[config.mk]
export PLATFORM = sky130hd
export DESIGN_NAME = dac_common_regs
export DESIGN_NICKNAME = d
export VERILOG_FILES = /design/src/logic/dac_regs_pkg.sv /design/src/logic/cmp_flag_if.sv /design/src/logic/dac_common_regs.sv /design/src/logic/reg_addr_map.sv /design/src/logic/cmp_flag_latch.sv
export SDC_FILE = /design/constraint.sdc
export NUM_CORES = 1
export LEC_CHECK = 0
export ABC_CLOCK_PERIOD_IN_PS = 1650
export CORE_MARGIN = 10
export CORE_UTILIZATION = 63
export DETAILED_ROUTE_END_ITERATION = 6
export DONT_BUFFER_PORTS = 1
export PLACE_DENSITY = 0.85
export SETUP_SLACK_MARGIN = 0.02
export SLEW_MARGIN = 25
export SYNTH_ARGS = -nofsm -noshare
export SYNTH_HDL_FRONTEND = slang
export SYNTH_HIERARCHICAL = 1
export SYNTH_SLANG_ARGS = --single-unit
[constraint.sdc]
create_clock -name clk -period 1.65 [get_ports clk]
set_input_delay 0.33 -clock clk [delete_from_list [all_inputs] [get_ports clk]]
set_output_delay 0.33 -clock clk [all_outputs]
set_load 0.005 [all_outputs]
[src/logic/dac_regs_pkg.sv]
// constants, field layout and types of the common control register group
package dac_regs_pkg;

    // =====================================================================
    // register addresses, direct and paged
    localparam logic [7:0] ADDR_CFG = 8'h1F;
    localparam logic [7:0] ADDR_TRIG = 8'h20;
    localparam logic [7:0] ADDR_CHTRIG = 8'h21;
    localparam logic [7:0] PM_PAGE_COMMON = 8'hFF;
    localparam logic [7:0] PM_CODE_CFG = 8'hE3;
    localparam logic [7:0] PM_CODE_TRIG = 8'hE4;
    localparam logic [7:0] PM_CODE_CHTRIG = 8'hE5;

    // =====================================================================
    // reset values
    localparam logic [15:0] CFG_RESET = 16'h0FFF;
    localparam logic [15:0] TRIG_RESET = 16'h0000;
    localparam logic [15:0] CHTRIG_RESET = 16'h0000;
    localparam logic [15:0] UNMAPPED_READ = 16'h0000;

    // =====================================================================
    // shared_output_config fields
    localparam int CFG_WIN_LATCH = 15;
    localparam int CFG_LOCK = 14;
    localparam int CFG_DUMP_LOC = 13;
    localparam int CFG_INT_REF = 12;
    localparam int CFG_CH_STRIDE = 3;
    localparam int CFG_IOUT_OFS = 0;
    localparam int CFG_VOUT_OFS = 1;

    // =====================================================================
    // global_action_triggers fields
    localparam int TRG_PWD_LSB = 12;
    localparam int TRG_SWRST_LSB = 8;
    localparam int TRG_LOAD = 7;
    localparam int TRG_CLEAR = 6;
    localparam int TRG_FDUMP = 4;
    localparam int TRG_PROTECT = 3;
    localparam int TRG_ROWREAD = 2;
    localparam int TRG_PROG = 1;
    localparam int TRG_RELOAD = 0;
    localparam logic [3:0] UNLOCK_CODE = 4'h5;
    localparam logic [3:0] SWRST_CODE = 4'hA;

    // =====================================================================
    // channel_action_triggers nibble layout, channel 0 in the top nibble
    localparam int CHT_NIBBLE = 4;
    localparam int CHT_TOP = 15;
    localparam int CHT_CMP_RST = 3;
    localparam int CHT_MAR_LO = 2;
    localparam int CHT_MAR_HI = 1;
    localparam int CHT_FUNC = 0;

    // =====================================================================
    // power-down encodings
    localparam logic [1:0] VOUT_UP = 2'h0;
    localparam logic [1:0] VOUT_PD_10K = 2'h1;
    localparam logic [1:0] VOUT_PD_100K = 2'h2;
    localparam logic [1:0] VOUT_PD_HIZ = 2'h3;

    typedef enum logic [1:0] {
        SEL_NONE = 2'h0,
        SEL_CFG = 2'h1,
        SEL_TRIG = 2'h3,
        SEL_CHTRIG = 2'h2
    } reg_sel_e;

endpackage

[src/logic/cmp_flag_if.sv]
// comparator flag signals between the register bank and the flag latches
`timescale 1ns/1ps
interface cmp_flag_if #(
    parameter int NCH = 4
);
    logic latch_en;
    logic [NCH-1:0] flag_clr;
    logic [NCH-1:0] cmp_raw;
    logic [NCH-1:0] win_raw;
    logic [NCH-1:0] cmp_flag;
    logic [NCH-1:0] win_flag;

    modport ctrl (
        output latch_en,
        output flag_clr,
        output cmp_raw,
        output win_raw,
        input cmp_flag,
        input win_flag
    );
    modport latch (
        input latch_en,
        input flag_clr,
        input cmp_raw,
        input win_raw,
        output cmp_flag,
        output win_flag
    );
endinterface

[src/logic/dac_common_regs.sv]
// common control and trigger register group of the quad output converter
// =====================================================================
`timescale 1ns/1ps
module dac_common_regs #(
    parameter int NCH = 4
) (
    input wire logic clk,
    input wire logic rstn,

    // register bus, one strobe per access
    input wire logic reg_wr,
    input wire logic reg_rd,
    input wire logic reg_paged,
    input wire logic [7:0] reg_page,
    input wire logic [7:0] reg_addr,
    input wire logic [15:0] reg_wdata,
    output logic [15:0] reg_rdata,
    output logic reg_rvalid,

    // memory image and channel side
    input wire logic nvm_load_valid,
    input wire logic [15:0] nvm_load_data,
    input wire logic [NCH-1:0] sync_update_cfg,
    input wire logic [NCH-1:0] clear_level_select,
    input wire logic [NCH-1:0] cmp_raw,
    input wire logic [NCH-1:0] win_raw,
    output logic [NCH-1:0] cmp_flag,
    output logic [NCH-1:0] win_flag,

    // config levels
    output logic window_latch_enable,
    output logic register_lock,
    output logic dump_read_location,
    output logic internal_ref_enable,
    output logic [2*NCH-1:0] voltage_output_powerdown,
    output logic [NCH-1:0] current_output_powerdown,

    // one-cycle trigger pulses
    output logic soft_reset_pulse,
    output logic [NCH-1:0] load_trigger,
    output logic [NCH-1:0] clear_trigger,
    output logic [NCH-1:0] clear_to_mid,
    output logic fault_dump_start,
    output logic protect_start,
    output logic single_row_read_trigger,
    output logic memory_program_trigger,
    output logic memory_reload_trigger,

    // per-channel triggers, function start is a level
    output logic [NCH-1:0] comparator_flag_reset,
    output logic [NCH-1:0] margin_low_trigger,
    output logic [NCH-1:0] margin_high_trigger,
    output logic [NCH-1:0] function_start
);
    // the register layout has room for exactly four channels
    if (NCH != 4) begin : g_bad_nch
        $error("dac_common_regs supports NCH = 4 only");
    end

    // the channel nibbles must fill the trigger word exactly
    if (dac_regs_pkg::CHT_NIBBLE * NCH != dac_regs_pkg::CHT_TOP + 1) begin : g_bad_nib
        $error("channel nibbles do not fill the trigger word");
    end

    // =====================================================================
    // state
    typedef struct packed {
        // held fields
        logic [15:0] cfg;
        logic [3:0] password;
        logic [NCH-1:0] func;

        // bus answer; data held until the next read, valid follows the read strobe one cycle later
        logic [15:0] rdata;
        logic rvalid;

        // pulses, cleared every cycle so nothing fires twice
        logic swrst;
        logic [NCH-1:0] load;
        logic [NCH-1:0] clr;
        logic [NCH-1:0] clr_mid;
        logic fdump;
        logic protect;
        logic rowread;
        logic prog;
        logic reload;
        logic [NCH-1:0] cmp_rst;
        logic [NCH-1:0] mar_lo;
        logic [NCH-1:0] mar_hi;
    } regs_s;

    regs_s st_r;
    regs_s st_nxt;
    dac_regs_pkg::reg_sel_e sel;

    cmp_flag_if #(.NCH(NCH)) flags ();

    // =====================================================================
    // helpers
    function automatic int nib_bit(input int ch, input int pos);
        nib_bit = dac_regs_pkg::CHT_TOP - dac_regs_pkg::CHT_NIBBLE * ch
            - (dac_regs_pkg::CHT_NIBBLE - 1) + pos;
    endfunction

    function automatic int cfg_bit(input int ch, input int ofs);
        cfg_bit = dac_regs_pkg::CFG_CH_STRIDE * ch + ofs;
    endfunction

    // =====================================================================
    // submodules
    reg_addr_map u_map (
        .paged(reg_paged),
        .page(reg_page),
        .addr(reg_addr),
        .sel(sel)
    );

    cmp_flag_latch #(.NCH(NCH)) u_flags (
        .clk(clk),
        .rstn(rstn),
        .fl(flags)
    );

    assign flags.latch_en = st_r.cfg[dac_regs_pkg::CFG_WIN_LATCH];
    assign flags.flag_clr = st_r.cmp_rst;
    assign flags.cmp_raw = cmp_raw;
    assign flags.win_raw = win_raw;

    // =====================================================================
    // next state
    always_comb begin
        logic locked;
        logic [15:0] rd;
        locked = st_r.cfg[dac_regs_pkg::CFG_LOCK];
        rd = dac_regs_pkg::UNMAPPED_READ;
        st_nxt = st_r;
        // trigger outputs last one cycle; nothing holds them, so they read 0
        st_nxt.swrst = 1'b0;
        st_nxt.load = '0;
        st_nxt.clr = '0;
        st_nxt.clr_mid = '0;
        st_nxt.fdump = 1'b0;
        st_nxt.protect = 1'b0;
        st_nxt.rowread = 1'b0;
        st_nxt.prog = 1'b0;
        st_nxt.reload = 1'b0;
        st_nxt.cmp_rst = '0;
        st_nxt.mar_lo = '0;
        st_nxt.mar_hi = '0;
        st_nxt.rvalid = reg_rd;

        // reloaded memory image lands in the register map
        if (nvm_load_valid) begin
            st_nxt.cfg = nvm_load_data;
        end

        if (reg_wr) begin
            case (sel)
                dac_regs_pkg::SEL_CFG: begin
                    if (!locked) begin
                        st_nxt.cfg = reg_wdata;
                    end else if (!reg_wdata[dac_regs_pkg::CFG_LOCK]
                                 && st_r.password == dac_regs_pkg::UNLOCK_CODE) begin
                        // only the lock bit moves; the password is spent
                        st_nxt.cfg[dac_regs_pkg::CFG_LOCK] = 1'b0;
                        st_nxt.password = '0;
                    end
                end
                dac_regs_pkg::SEL_TRIG: begin
                    st_nxt.password = reg_wdata[dac_regs_pkg::TRG_PWD_LSB +: 4];
                    if (!locked) begin
                        st_nxt.fdump = reg_wdata[dac_regs_pkg::TRG_FDUMP];
                        st_nxt.protect = reg_wdata[dac_regs_pkg::TRG_PROTECT];
                        st_nxt.rowread = reg_wdata[dac_regs_pkg::TRG_ROWREAD];
                        st_nxt.prog = reg_wdata[dac_regs_pkg::TRG_PROG];
                        st_nxt.reload = reg_wdata[dac_regs_pkg::TRG_RELOAD];
                        if (reg_wdata[dac_regs_pkg::TRG_LOAD]) begin
                            st_nxt.load = sync_update_cfg;
                        end
                        if (reg_wdata[dac_regs_pkg::TRG_CLEAR]) begin
                            st_nxt.clr = '1;
                            st_nxt.clr_mid = clear_level_select;
                        end
                        if (reg_wdata[dac_regs_pkg::TRG_SWRST_LSB +: 4]
                            == dac_regs_pkg::SWRST_CODE) begin
                            // everything but the bus answer and the comparator flags back to power-on values, pulse only
                            st_nxt = '0;
                            st_nxt.cfg = dac_regs_pkg::CFG_RESET;
                            st_nxt.rvalid = reg_rd;
                            st_nxt.swrst = 1'b1;
                        end
                    end
                end
                dac_regs_pkg::SEL_CHTRIG: begin
                    if (!locked) begin
                        for (int c = 0; c < NCH; c++) begin
                            st_nxt.cmp_rst[c] = reg_wdata[nib_bit(c, dac_regs_pkg::CHT_CMP_RST)];
                            st_nxt.mar_lo[c] = reg_wdata[nib_bit(c, dac_regs_pkg::CHT_MAR_LO)];
                            st_nxt.mar_hi[c] = reg_wdata[nib_bit(c, dac_regs_pkg::CHT_MAR_HI)];
                            st_nxt.func[c] = reg_wdata[nib_bit(c, dac_regs_pkg::CHT_FUNC)];
                        end
                    end
                end
                default: begin
                end
            endcase
        end

        // read data is sampled from the state before this cycle's write
        case (sel)
            dac_regs_pkg::SEL_CFG: rd = st_r.cfg;
            dac_regs_pkg::SEL_TRIG: begin
                rd = dac_regs_pkg::TRIG_RESET;
                rd[dac_regs_pkg::TRG_PWD_LSB +: 4] = st_r.password;
            end
            dac_regs_pkg::SEL_CHTRIG: begin
                rd = dac_regs_pkg::CHTRIG_RESET;
                for (int c = 0; c < NCH; c++) begin
                    rd[nib_bit(c, dac_regs_pkg::CHT_FUNC)] = st_r.func[c];
                end
            end
            default: rd = dac_regs_pkg::UNMAPPED_READ;
        endcase
        st_nxt.rdata = reg_rd ? rd : st_r.rdata;
    end

    always_ff @(posedge clk or negedge rstn) begin
        if (!rstn) begin
            st_r <= '0;
            st_r.cfg <= dac_regs_pkg::CFG_RESET;
        end else begin
            st_r <= st_nxt;
        end
    end

    // =====================================================================
    // outputs, all straight from state flops
    assign reg_rdata = st_r.rdata;
    assign reg_rvalid = st_r.rvalid;
    assign cmp_flag = flags.cmp_flag;
    assign win_flag = flags.win_flag;
    assign window_latch_enable = st_r.cfg[dac_regs_pkg::CFG_WIN_LATCH];
    assign register_lock = st_r.cfg[dac_regs_pkg::CFG_LOCK];
    assign dump_read_location = st_r.cfg[dac_regs_pkg::CFG_DUMP_LOC];
    assign internal_ref_enable = st_r.cfg[dac_regs_pkg::CFG_INT_REF];
    always_comb begin
        for (int c = 0; c < NCH; c++) begin
            voltage_output_powerdown[2*c +: 2] =
                st_r.cfg[cfg_bit(c, dac_regs_pkg::CFG_VOUT_OFS) +: 2];
            current_output_powerdown[c] =
                st_r.cfg[cfg_bit(c, dac_regs_pkg::CFG_IOUT_OFS)];
        end
    end

    // =====================================================================
    // trigger pulses and channel levels
    assign soft_reset_pulse = st_r.swrst;
    assign load_trigger = st_r.load;
    assign clear_trigger = st_r.clr;
    assign clear_to_mid = st_r.clr_mid;
    assign fault_dump_start = st_r.fdump;
    assign protect_start = st_r.protect;
    assign single_row_read_trigger = st_r.rowread;
    assign memory_program_trigger = st_r.prog;
    assign memory_reload_trigger = st_r.reload;
    assign comparator_flag_reset = st_r.cmp_rst;
    assign margin_low_trigger = st_r.mar_lo;
    assign margin_high_trigger = st_r.mar_hi;
    assign function_start = st_r.func;
endmodule

[src/logic/reg_addr_map.sv]
// maps a direct address or a paged code onto one of the three registers
`timescale 1ns/1ps
module reg_addr_map (
    input wire logic paged,
    input wire logic [7:0] page,
    input wire logic [7:0] addr,
    output dac_regs_pkg::reg_sel_e sel
);
    // =====================================================================
    // decode
    always_comb begin
        sel = dac_regs_pkg::SEL_NONE;
        if (!paged) begin
            case (addr)
                dac_regs_pkg::ADDR_CFG: sel = dac_regs_pkg::SEL_CFG;
                dac_regs_pkg::ADDR_TRIG: sel = dac_regs_pkg::SEL_TRIG;
                dac_regs_pkg::ADDR_CHTRIG: sel = dac_regs_pkg::SEL_CHTRIG;
                default: sel = dac_regs_pkg::SEL_NONE;
            endcase
        end else if (page == dac_regs_pkg::PM_PAGE_COMMON) begin
            case (addr)
                dac_regs_pkg::PM_CODE_CFG: sel = dac_regs_pkg::SEL_CFG;
                dac_regs_pkg::PM_CODE_TRIG: sel = dac_regs_pkg::SEL_TRIG;
                dac_regs_pkg::PM_CODE_CHTRIG: sel = dac_regs_pkg::SEL_CHTRIG;
                default: sel = dac_regs_pkg::SEL_NONE;
            endcase
        end
    end
endmodule

[src/logic/cmp_flag_latch.sv]
// latching and window comparator flags with per-channel clear
`timescale 1ns/1ps
module cmp_flag_latch #(
    parameter int NCH = 4
) (
    input wire logic clk,
    input wire logic rstn,
    cmp_flag_if.latch fl
);
    typedef struct packed {
        logic [NCH-1:0] cmp;
        logic [NCH-1:0] win;
    } latch_s;

    latch_s st_r;
    latch_s st_nxt;

    // =====================================================================
    // flags; a new trip in the clearing cycle is kept, set wins
    always_comb begin
        st_nxt.cmp = (st_r.cmp & ~fl.flag_clr) | fl.cmp_raw;
        if (fl.latch_en) begin
            st_nxt.win = (st_r.win & ~fl.flag_clr) | fl.win_raw;
        end else begin
            st_nxt.win = fl.win_raw;
        end
    end

    always_ff @(posedge clk or negedge rstn) begin
        if (!rstn) begin
            st_r <= '0;
        end else begin
            st_r <= st_nxt;
        end
    end

    assign fl.cmp_flag = st_r.cmp;
    assign fl.win_flag = st_r.win;
endmodule

=== After elaboration in Yosys (flattened, before gate mapping) ===
Index checks and enable logic that the tools add are counted.
W data, S select, Z words.

* Div/mod/pow operators: 0
* Order comparisons: 0
* Multiplexer cells: 24
* Reductions and logical operators: 6
* Shift-type cells: 0
* Add/sub/neg operators: 0
* Bitwise gates (word level): 5
* Multiply operators: 0
* Equality and inequality tests: 17

{| class="wikitable"
|+ Operators with widths
! kind !! count
|-
| $mux W71 || 3
|-
| $pmux W16 S3 || 1
|-
| $pmux W20 S2 || 1
|-
| $mux W35 || 1
|-
| $eq A8 B8 Y1 const B || 4
|-
| $pmux W12 S2 || 1
|-
| $mux W4 || 5
|-
| $eq A8 B6 Y1 const B || 2
|-
| $mux W16 || 1
|-
| $mux W14 || 1
|-
| $mux W12 || 1
|-
| $pmux W2 S3 || 2
|-
| $ne A2 B2 Y1 const B || 5
|-
| $and A4 B4 Y4 || 2
|-
| $eq A8 B5 Y1 const B || 1
|-
| $mux W8 || 1
|-
| $or A4 B4 Y4 || 2
|-
| $pmux W4 S2 || 1
|-
| $reduce_and A5 Y1 || 1
|-
| $eq A2 B2 Y1 const B || 2
|-
| $eq A4 B3 Y1 const B || 1
|-
| $eq A4 B4 Y1 const B || 1
|-
| $mux W2 || 2
|-
| $not A4 Y4 || 1
|-
| 6 further kinds || 9
|}

* Logic and storage cells: 71
* Memory bits (read-only): 0
* Output and inout port bits: 75
* Input port bits: 70
* Bits in registers: 79
* Memory bits (writable): 0
* Memories kept: 0
* Bits in latches: 0

=== Logic depth before layout (Yosys ltp) ===
Gate-level depths: netlist (run 1).

* Word-level depth: 7
* Mapped depth: 8
* Gate-level depth less buffers: 6

=== Cells and area by module ===
The synthesis (run 1) kept the hierarchy.

{| class="wikitable"
|+ Modules (own cells, without submodules)
! module !! cells each !! area each (sq um) !! times used !! sequential area each (sq um)
|-
| dac_common_regs || 299 || 3316.9 || 1 || 1716.6
|-
| cmp_flag_latch || 20 || 282.8 || 1 || 200.2
|-
| reg_addr_map || 17 || 148.9 || 1 || 0.0
|}

=== Worst setup path before layout (run 1) ===
OpenSTA, ideal clock, no wires.

* Path type: input to register
* Start: in reg_addr[4]
* End: reg st_r, in the netlist reg_rdata[12]
* Setup slack: -656 ps
* Buffers on the path: 1
* Arrival time: 2180 ps
* Setup time: 126 ps
* Cell stages on the path: 7
* Required time: 1524 ps
* Cell sequence: nand4b_4 > or4_4 > o41ai_2 > buf_6 > mux2_1 > a221oi_1 > nor2_1

* Longest elaborated chain between the ends: 6
* Elaborated cells between the ends (all ways): 14
* Classes of those cells: 9 x eq/ne; 5 x mux

{| class="wikitable"
|+ RTL lines
! element !! line !! RTL
|-
| start: declaration || dac_common_regs.sv:15 || <nowiki>input wire logic [7:0] reg_addr,</nowiki>
|-
| $eq A8 B8 Y1 || reg_addr_map.sv:21 || <nowiki>case (addr)</nowiki>
|-
| $pmux W2 S3 || reg_addr_map.sv:21 ||
|-
| $mux W2 || reg_addr_map.sv:20 || <nowiki>end else if (page == dac_regs_pkg::PM_PAGE_COMMON) begin</nowiki>
|-
| $mux W2 * || reg_addr_map.sv:13 || <nowiki>if (!paged) begin</nowiki>
|-
| named net sel[1] || dac_common_regs.sv:94 || <nowiki>dac_regs_pkg::reg_sel_e sel;</nowiki>
|-
| $eq A2 B2 Y1 or $eq A2 B1 Y1 (tied branches) || dac_common_regs.sv:210 || <nowiki>case (sel)</nowiki>
|-
| $pmux W16 S3 * || dac_common_regs.sv:210 ||
|-
| end signal: assignment || dac_common_regs.sv:232 || <nowiki>st_r <= st_nxt;</nowiki>
|-
| end: declaration || dac_common_regs.sv:92 || <nowiki>regs_s st_r;</nowiki>
|}

Mark *: on every way through the listed nets, which the timed path passes. The rest lies on a longest branch.
A chain may end at the register's enable or synchronous reset.

==> key figures, run 1 <==
Worst setup path
  – CP endpoint kind: flip-flop
  – Setup Crit Path Kind: primary input to flip-flop
  – Worst Path Arrival: 2090 ps
  – R2R Setup Slk: 200 ps
  – Worst setup path start: reg_page[4]
  – Critical Path RT: 1920 ps
  – Worst r2r src: register_lock
  – CP Capture Point: register_lock
  – Startpoint types: primary input
  – Reg2Reg Depth: 3
  – Worst r2r dst: st_r[51]
  – CP Max Fanout: 7

Drt
  – Drt wl/cell: 25.6 um
  – WL final: 9.77 mm
  – Vias per cell: 6.30
  – Vias: 2405
  – Drc violations: 0
  – DR iter-0 viols: 143
  – Post-route ant nets: 0
  – TritonRoute pass-1 iters: 4

CTS
  – # hold bufs at CTS: 1
  – Max Root-Sink Buffers: 2
  – Clk_lat worst skew: 350 ps
  – # clock sinks: 76
  – Clock buffer count from CTS: 9
  – CTS Root Cell: clkbuf_8
  – Worst-path clk slew: 80 ps
  – H-tree depth: 3
  – CTS tree: built

STA
  – Fin. Hold Viols: 76
  – Final Critical Period: 1820 ps
  – Final Slew Violations: 0
  – Final Setup Violations: 66
  – RSZ-0062 raised after global routing: true
  – Least-Margin Pin Slew: 635 ps
  – Rel. slew slack: 0.576
  – Final WS setup: -173 ps
  – Hold Slack: -333 ps
  – Setup_tns: -6270 ps
  – Tcrit/Tclk final: 1.10
  – Peak Freq: 549 MHz
  – Worst Skew: 4.10 ps

Power
  – Pwr per Cell Area: 922 nW/um2
  – Total power: 3.61 mW
  – Leakage: 1.77 nW
  – IR drop worst, VDD: 606 uV

Synth
  – Dominant cells by area after synthesis: dfrtp_1 (43%), buf_4 (12%), dfstp_2 (8.4%)
  – Sequential-to-total area share from yosys stat: 0.511
  – Synth Warn #: 6
  – Count leader, synth: dfrtp_1
  – Mean Syn Cell Area: 11.2 um2
  – Top FF cell, synth: dfrtp_1
  – Synth Register Bits: 76
  – Dominant cell type by area after synthesis: dfrtp_1
  – Syn_nets: 406
  – Mapped Cells: 336
  – Share of the synthesized area in the top cell type: 0.427
  – Synth top cells by count: dfrtp_1 (64), buf_4 (59), nor2_1 (23)
  – Async set-reset flop share out of synthesis: 1.00
  – Synthesized area: 3750 um2
  – Synth cell types: 52
  – Number of flops mapped to enable cells by yosys: 0

Floorplanning
  – Core box area: 5850 um2
  – Rows: 28
  – Die extent in x: 97.1 um
  – Starting Density: 0.641
  – Die ar.: 9440 um2
  – Die Ht: 97.1 um
  – Ports: 145

Global route
  – Initial antenna violation count: 0
  – First-pass GRT wire length: 14.8 mm
  – Gr ovfl total: 0
  – GR Util All Layers: 0.197
  – Vias in the first global route: 2602
  – Largest net degree at the start of global routing: 77

Layout
  – Layout Area Growth over Synthesis: 4.27%
  – Design Area, Final: 3910 um2
  – Non-filler cells, final: 382
  – Max reg flops: 16
  – N_diodes: 0
  – Fin nets: 372
  – Share of layout cells above drive strength 1: 0.342

Placed design
  – Placed Cells: 356
  – Post-DP HPWL: 6.90 mm
  – Placed Area: 3500 um2
  – GPL Wtd Cong: 0.844
  – I/O Buffers: 0

Run status
  – Run status: complete, but fails checks
  – Failing checks: negative hold slack, negative setup slack

Min path
  – Worst Hold Class: primary input to async pin

Run
  – Reported max-cap violation count: 0
## routing by layer
| metal | vias to the layer above | track usage | share of wire |
|---|---|---|---|
| li1 | 1049 | - | - |
| met1 | 1212 | 0.203 | 0.37 |
| met2 | 129 | 0.330 | 0.49 |
| met3 | 15 | 0.0953 | 0.11 |
| met4 | 0 | 0.0897 | 0.021 |
| met5 | - | 0 | 0 |
## repair_timing
| item | CTS | global route |
|---|---|---|
| pin swaps | 17 | 10 |
| gates cloned | 3 | 1 |
| setup buffers | 6 | 0 |
| gates resized for setup | 25 | 11 |
| endpoints found under the setup margin | 64 | 67 |
| hold endpoints to repair | 77 | 76 |
## worst min path at each step
stage / startpoint / end / slack [ps] / cells after the start
6_report: rstn / clear_to_mid[0] / -330 / 0
5_1_grt: rstn / clear_to_mid[0] / -350 / 0
4_1_cts: rstn / soft_reset_pulse / -340 / 0
3_5_place_dp: rstn / clear_to_mid[0] / 40 / 0
3_3_place_gp: rstn / clear_to_mid[0] / 40 / 0
2_1_floorplan: rstn / clear_to_mid[0] / 30 / 0
## power breakdown
| part | total (mW) | switching, mW | internal (mW) |
|---|---|---|---|
| clock network | 1.43 | 0.690 | 0.736 |
| logic | 0.169 | 0.0733 | 0.0961 |
| registers | 2.01 | 0.0699 | 1.94 |
| total | 3.61 | 0.833 | 2.77 |
## metrics by stage
stage	utilization	hold slack [ps]	setup slack [ps]
floorplan	-	34.4	-514
global placement	0.598	37.0	-595
detailed placement	0.598	36.9	-626
CTS	0.662	-342	-153
global route	0.668	-352	-235
finish	0.668	-333	-173
## cells by family after synthesis
group                  synth area share
AO/OA/AOI/OAI                     0.152
multiplexers                     0.0220
flip-flops                        0.511
buffers and inverters             0.149
AND/OR/NAND/NOR                   0.166
## cell type report
cell class              count  area (um2)
flip-flops and latches     76        1920
well taps                  75        93.8
inverters                   8        30.0
clock buffers              10         138
fillers                   420        1940
clock inverters             6        63.8
repair buffers             24         234
multi-input cells         183        1430
## cell usage in the layout (no fill, tap or decap), types with 4 or more instances in the layout
cell      count
and2_4       15
clkbuf_8     10
a211oi_1      6
a221oi_2      4
dfstp_2      12
inv_1         7
nor2b_1      13
a31o_1        4
dfrtp_1      64
and3_1        8
mux2i_1       6
nor2_1       23
nand2_1      12
o21ai_1       8
o21ai_2       8
a22o_1       13
buf_6         7
buf_4        14
a211oi_2      6
and2_1        5
## critical path, stage by stage
cell     delay [ps]
nand3_2          50
or4_4           550
o41ai_4         310
buf_6           190
and2b_4         230
a221o_1         320
o22ai_1         120
Note: power is estimated with default switching activity, not from simulation.
==> run 2, diff against run 1 <==
ABC_CLOCK_PERIOD_IN_PS = 1700   (was 1650)
CELL_PAD_IN_SITES_DETAIL_PLACEMENT = 1   (was unset)
CELL_PAD_IN_SITES_GLOBAL_PLACEMENT = 1   (was unset)
CORE_UTILIZATION = 48   (was 63)
clock period = 1.7 ns   (was 1.65 ns; I/O delays follow)
==> run 2 against run 1 <==
  * Worst setup slack worse by 24 ps
  * Sequential power shrank 3%
  * Global-route usage is 1.7 points lower
  * Sequential share of layout area decreased by 2.1 points
  * Clock skew grew 8.6 ps
  * Core utilization fell by 13 points
  * The run still ends with negative hold slack, negative setup slack left
  * Worst hold slack gained 9.2 ps
  * Critical path type unchanged
  * Final cell count rose by 6.8%
  * Clock-buffer cell count grew 2
  * First-iteration DRC count is 49% lower
  * Final area up 4.5%
  * Non-clock buffer count is 1 higher
==> key figures, run 2 (synthesis gave the netlist of run 1 again) <==
STA
  – Final Slew Violations: 0 (unchanged)
  – Setup_tns: -7350 ps (was -6270 ps)
  – Least-Margin Pin Slew: 777 ps (was 635 ps)
  – Rel. slew slack: 0.481 (was 0.576)
  – Worst Skew: 12.7 ps (was 4.10 ps)
  – Final Critical Period: 1900 ps
  – Fin. Hold Viols: 76 (unchanged)
  – Final WS setup: -198 ps (was -173 ps)
  – RSZ-0062 raised after global routing: true (unchanged)
  – Final Setup Violations: 67 (was 66)
  – Tcrit/Tclk final: 1.12
  – Peak Freq: 527 MHz
  – Hold Slack: -324 ps (was -333 ps)

Worst setup path
  – CP Cell Sequence: nand4_1 > or4_4 > o41ai_4 > buf_4 > and4bb_4 > buf_12 > a211oi_2 > o21ai_1 (was nand3_2 > or4_4 > o41ai_4 > buf_6 > and2b_4 > a221o_1 > o22ai_1)
  – Worst setup path start: reg_paged (was reg_page[4])
  – Worst Path Arrival: 2170 ps (was 2090 ps)
  – Critical Path RT: 1970 ps (was 1920 ps)
  – CP Max Fanout: 6 (was 7)
  – Master of the slowest instance on the critical path: or4_4 (unchanged)
  – Kind of cell adding the most delay to the critical path: simple AND/OR/NAND/NOR gates (unchanged)
  – CP bufs+invs: 2 (was 1)
  – Setup Crit Path Kind: primary input to flip-flop (unchanged)
  – Startpoint types: primary input (unchanged)
  – CP endpoint kind: flip-flop (unchanged)
  – Worst r2r src: register_lock (unchanged)
  – Max incr delay on CP: 530 ps (was 550 ps)

Floorplanning
  – Die extent in x: 108 um (was 97.1 um)
  – Die Ht: 108 um (was 97.1 um)
  – Core box area: 7650 um2 (was 5850 um2)
  – Starting Density: 0.490 (was 0.641)
  – Rows: 32 (was 28)
  – Ports: 145 (unchanged)
  – Die ar.: 11700 um2 (was 9440 um2)

Layout
  – Share of layout cells above drive strength 1: 0.340 (was 0.342)
  – Commonest non-fill, non-tap cell in the layout: dfrtp_1 (unchanged)
  – Non-filler cells, final: 408 (was 382)
  – Layout Area Growth over Synthesis: 9.01% (was 4.27%)
  – N_diodes: 0 (unchanged)
  – Max reg flops: 16 (unchanged)
  – Fin nets: 371 (was 372)
  – Most frequent cells in the layout: dfrtp_1 (64), nor2_1 (23), buf_4 (15) (was dfrtp_1 (64), nor2_1 (23), and2_4 (15), buf_4 (14))
  – Design Area, Final: 4090 um2 (was 3910 um2)
  – Layout Utilization: 0.534 (was 0.668)

Drt
  – Vias per cell: 5.92 (was 6.30)
  – Drt wl/cell: 27.0 um (was 25.6 um)
  – Drc violations: 0 (unchanged)
  – Post-route ant nets: 0 (unchanged)
  – WL final: 11.0 mm (was 9.77 mm)
  – Vias: 2417 (was 2405)
  – TritonRoute pass-1 iters: 4 (unchanged)
  – DR iter-0 viols: 73 (was 143)

Power
  – Leakage: 1.80 nW (was 1.77 nW)
  – Sw Pwr: 803 uW (was 833 uW)
  – Clock power frac: 0.414 (was 0.396)
  – Cell internal pwr: 2.86 mW (was 2.77 mW)
  – IR drop worst, VDD: 411 uV (was 606 uV)
  – Seq pwr share: 0.533 (was 0.557)
  – Pwr per Cell Area: 897 nW/um2 (was 922 nW/um2)
  – Logic pwr share: 0.053 (was 0.047)
  – Sw Share: 0.219 (was 0.231)
  – Total power: 3.66 mW (was 3.61 mW)

Global route
  – GR Util All Layers: 0.180 (was 0.197)
  – First-pass GRT wire length: 16.2 mm (was 14.8 mm)
  – Vias in the first global route: 2688 (was 2602)
  – Initial antenna violation count: 0 (unchanged)
  – Largest net degree at the start of global routing: 77 (unchanged)
  – Gr ovfl total: 0 (unchanged)

CTS
  – Max Root-Sink Buffers: 2 (unchanged)
  – Clock buffer count from CTS: 9 (unchanged)
  – H-tree depth: 3 (unchanged)
  – CTS tree: built (unchanged)
  – Clk_lat worst skew: 350 ps (about the same)
  – Worst-path clk slew: 80 ps (about the same)
  – # clock sinks: 76 (unchanged)
  – CTS Root Cell: clkbuf_8 (unchanged)

Placed design
  – Placed Cells: 382 (was 356)
  – Placed Area: 3560 um2 (was 3500 um2)
  – GPL Wtd Cong: 0.804 (was 0.844)
  – I/O Buffers: 0 (unchanged)
  – Dpl ws: -639 ps (was -626 ps)
  – Post-DP HPWL: 7.69 mm (was 6.90 mm)

Run
  – Reported max-cap violation count: 0 (unchanged)

Run status
  – Run status: complete, but fails checks (unchanged)
  – Failing checks: negative hold slack, negative setup slack (unchanged)

Min path
  – Worst Hold Class: primary input to async pin (unchanged)
[run 2: timing repair]
action,in CTS,in global routing
gates cloned,2,1
buffers inserted,7,1
pin swaps,6,15
endpoints found under the hold margin,76,76
setup endpoints to repair,67,67
gates resized for setup,29,12
[run 2: final cells by class]
| type | instances | area, um2 |
|---|---|---|
| Fill cell | 783 | 3560 |
| Timing Repair Buffer | 25 | 303 |
| Multi-Input combinational cell | 181 | 1490 |
| Clock buffer | 12 | 145 |
| Clock inverter | 4 | 73.8 |
| Sequential cell | 76 | 1920 |
| Tap cell | 102 | 128 |
| Inverter | 8 | 35.0 |
[run 2: metal layers]
| metal | global-route usage | vias up | routed length [um] |
|---|---|---|---|
| li1 | - | 1042 | - |
| met1 | 0.202 | 1244 | 4200 |
| met2 | 0.295 | 111 | 5400 |
| met3 | 0.0833 | 20 | 1250 |
| met4 | 0.0678 | 0 | 187 |
| met5 | 0 | - | 0 |
[run 2: worst paths after layout]
check                      depth (start not counted)  slack, ps                          end
min in group clk                                   0         20                   reg_rvalid
setup reg to reg                                   3        260                     st_r[53]
hold / removal                                     0       -320        memory_reload_trigger
setup / recovery                                   8       -200  current_output_powerdown[2]
max in group asynchronous                          0       1800  voltage_output_powerdown[4]
hold reg to reg                                    1        530       u_flags/fl.cmp_flag[0]
[run 2: worst register-to-register path, stage by stage (launching register included)]
cell	delay (ps)
dfrtp_1	490
or4b_1	530
o21ai_0	210
nand3_1	100
[run 2: power groups by stage]
stage                     Sequential [mW]  Combinational, mW  Clock, mW
after global placement               1.99              0.148          0
after CTS                            1.95              0.178       1.56
after floorplan                      1.95              0.197          0
after detailed placement             1.99              0.159          0
final                                1.95              0.193       1.52
after global routing                 1.96              0.208       1.63
==> run 3, diff against run 2 <==
==> constraint.sdc (replaced) <==
create_clock -name clk -period 1.7 [get_ports clk]
set_input_delay 0.34 -clock clk [delete_from_list [all_inputs] [get_ports clk]]
set_output_delay 0.34 -clock clk [all_outputs]
set_load 0.1 [all_outputs]
==> run 3 against run 2 <==
  * The flow still finishes with violations (negative hold slack, negative setup slack)
  * Via count increased by 11%
  * Final cell count up 17%
  * Clock power up 4%
  * Sequential cell count did not move
  * Worst setup slack worse by 24 ps
  * Non-clock buffer count increased by 70
  * Sequential power about the same
  * Die area stayed put
  * Global-route usage grew 1.4 points
  * Clock-buffer cell count is 1 lower
  * Combinational power grew to 3.6 times the previous value
  * First-iteration DRC count decreased by 18%
==> key figures, run 3 (synthesis gave the netlist of run 1 again) <==
Run status
  – Run status: complete, but fails checks (unchanged)
  – Failing checks: negative hold slack, negative setup slack (unchanged)

Layout
  – N_diodes: 0 (unchanged)
  – Fin nets: 441 (was 371)
  – Most frequent cells in the layout: buf_4 (78), dfrtp_1 (63), nor2_1 (23), and2_4 (15) (was dfrtp_1 (64), nor2_1 (23), buf_4 (15))
  – Commonest non-fill, non-tap cell in the layout: buf_4 (was dfrtp_1)
  – Layout Area Growth over Synthesis: 22.4% (was 9.01%)
  – Share of layout cells above drive strength 1: 0.463 (was 0.340)
  – Max reg flops: 16 (unchanged)
  – Multi-input gate area: 1430 um2 (was 1490 um2)
  – Reg area: 1920 um2 (about the same)
  – Non-filler cells, final: 478 (was 408)
  – Fillers: 799 (was 783)

Worst setup path
  – R2R Setup Slk: 240 ps (was 260 ps)
  – Worst r2r src: register_lock (unchanged)
  – CP Capture Point: register_lock (was current_output_powerdown[2])
  – Worst r2r dst: st_r[51] (was st_r[53])
  – Reg2Reg Depth: 3 (unchanged)
  – Worst Path Arrival: 2210 ps (was 2170 ps)
  – Worst setup path start: reg_addr[4] (was reg_paged)
  – Setup Crit Path Kind: primary input to flip-flop (unchanged)
  – Startpoint types: primary input (unchanged)
  – CP endpoint kind: flip-flop (unchanged)
  – CP Max Fanout: 7 (was 6)
  – Critical Path RT: 1980 ps (was 1970 ps)

STA
  – Fin. Hold Viols: 76 (unchanged)
  – Least-Margin Pin Slew: 721 ps (was 777 ps)
  – Worst Skew: 10.6 ps (was 12.7 ps)
  – Final WS setup: -221 ps (was -198 ps)
  – Hold Slack: -327 ps (was -324 ps)
  – RSZ-0062 raised after global routing: true (unchanged)
  – Rel. slew slack: 0.519 (was 0.481)
  – Tcrit/Tclk final: 1.13 (was 1.12)
  – Final Critical Period: 1920 ps (was 1900 ps)
  – Final Setup Violations: 67 (unchanged)
  – Final Slew Violations: 0 (unchanged)
  – Peak Freq: 521 MHz (was 527 MHz)

Power
  – Sw Share: 0.304 (was 0.219)
  – Logic pwr share: 0.164 (was 0.053)
  – IR drop worst, VDD: 602 uV (was 411 uV)
  – Seq pwr share: 0.461 (was 0.533)
  – Clock power frac: 0.374 (was 0.414)
  – Total power: 4.21 mW (was 3.66 mW)
  – Cell internal pwr: 2.93 mW (was 2.86 mW)
  – Pwr per Cell Area: 918 nW/um2 (was 897 nW/um2)
  – Leakage: 2.16 nW (was 1.80 nW)
  – Sw Pwr: 1.28 mW (was 803 uW)

Placed design
  – I/O Buffers: 0 (unchanged)
  – GPL Wtd Cong: 0.836 (was 0.804)
  – Placed Cells: 455 (was 382)
  – Post-DP HPWL: 8.51 mm (was 7.69 mm)

Drt
  – TritonRoute pass-1 iters: 4 (unchanged)
  – DR iter-0 viols: 60 (was 73)
  – Drc violations: 0 (unchanged)
  – Vias: 2684 (was 2417)
  – WL final: 11.7 mm (was 11.0 mm)
  – Vias per cell: 5.62 (was 5.92)
  – Drt wl/cell: 24.5 um (was 27.0 um)
  – Post-route ant nets: 0 (unchanged)

Floorplanning
  – Rows: 32 (unchanged)
  – Ports: 145 (unchanged)
  – Die extent in x: 108 um (unchanged)
  – Die ar.: 11700 um2 (unchanged)
  – Core box area: 7650 um2 (unchanged)
  – Starting Density: 0.490 (unchanged)
  – Die Ht: 108 um (unchanged)

Global route
  – Vias in the first global route: 3082 (was 2688)
  – Largest net degree at the start of global routing: 77 (unchanged)
  – Gr ovfl total: 0 (unchanged)
  – GR Util All Layers: 0.194 (was 0.180)
  – Initial antenna violation count: 0 (unchanged)
  – First-pass GRT wire length: 17.5 mm (was 16.2 mm)

Min path
  – Worst Hold Class: primary input to async pin (unchanged)

CTS
  – Worst-path clk slew: 90 ps (was 80 ps)
  – Max Root-Sink Buffers: 2 (unchanged)
  – # clock sinks: 76 (unchanged)
  – # hold bufs at CTS: 1
  – Clk_lat worst skew: 350 ps (about the same)
  – CTS tree: built (unchanged)
  – CTS Root Cell: clkbuf_8 (unchanged)
  – H-tree depth: 3 (unchanged)
  – Clock buffer count from CTS: 9 (unchanged)

Run
  – Reported max-cap violation count: 0 (unchanged)
==> run 3: cell types whose count changed in the layout (fill, tap and decap cells not counted), moves of 2 or more <==
cell / change
o21ai_1: -4
buf_4: +63
o21ai_2: +2
mux2i_1: +2
a211oi_4: -5
buf_12: +3
a211oi_1: +6
and2_1: -7
o21ai_0: +2
buf_6: +6
mux2i_2: -2
and2_4: +6
==> run 3: area by class of cell <==
type	instances	share of cell area
Inverter	8	0.00763
Tap cell	102	0.0278
Sequential cell	76	0.418
Timing Repair Buffer	95	0.184
Clock inverter	5	0.0185
Multi-Input combinational cell	181	0.312
Clock buffer	11	0.0308
==> run 3: how the worst min path moves through the flow <==
stage | slack [ps] | cells after the start | from | to
detailed placement | 50 | 0 | rstn | internal_ref_enable
finish | -330 | 0 | rstn | reg_rvalid
global route | -350 | 0 | rstn | reg_rvalid
CTS | -340 | 0 | rstn | register_lock
floorplan | 40 | 0 | rstn | clear_to_mid[0]
global placement | 50 | 0 | rstn | internal_ref_enable
==> run 3: critical path, stage by stage <==
cell and delay, ps:
nand4b_4 140, or4_4 530, o41ai_4 220, buf_4 190
buf_6 100, and2b_4 220, a221o_1 360, o22ai_2 110
==> run 3: power by group through the flow <==
| stage | clock network, mW | logic, mW | registers, mW |
|---|---|---|---|
| final | 1.58 | 0.693 | 1.94 |
| after global routing | 1.67 | 0.719 | 1.95 |
| after CTS | 1.59 | 0.689 | 1.95 |
| after detailed placement | 0 | 0.677 | 1.98 |
| after global placement | 0 | 0.665 | 1.97 |
| after floorplan | 0 | 0.466 | 2.09 |
==> run 3: routing by layer <==
| layer | GRT usage | part of all wire |
|---|---|---|
| met1 | 0.207 | 0.38 |
| met2 | 0.333 | 0.51 |
| met3 | 0.0886 | 0.095 |
| met4 | 0.0650 | 0.016 |
| met5 | 0 | 0 |
==> run 3: timing repair <==
item	4_1_cts	5_1_grt
endpoints found under the setup margin	68	68
buffers inserted	3	1
gates cloned	1	1
pin swaps	10	10
gates resized for setup	23	13
endpoints found under the hold margin	77	76
==> run 3: metrics by stage <==
step                      hold slack, ps  TNS (ps)  setup slack (ps)   util  instance area [um2]
final                               -327    -10420              -221  0.600                 4590
after detailed placement            48.6    -38030              -658  0.543                 4150
after global routing                -350    -13980              -281  0.600                 4590
after floorplan                     44.4    -22220              -475      -                 3810
after global placement              48.2    -31650              -526  0.543                 4150
after CTS                           -340     -9470              -217  0.591                 4520
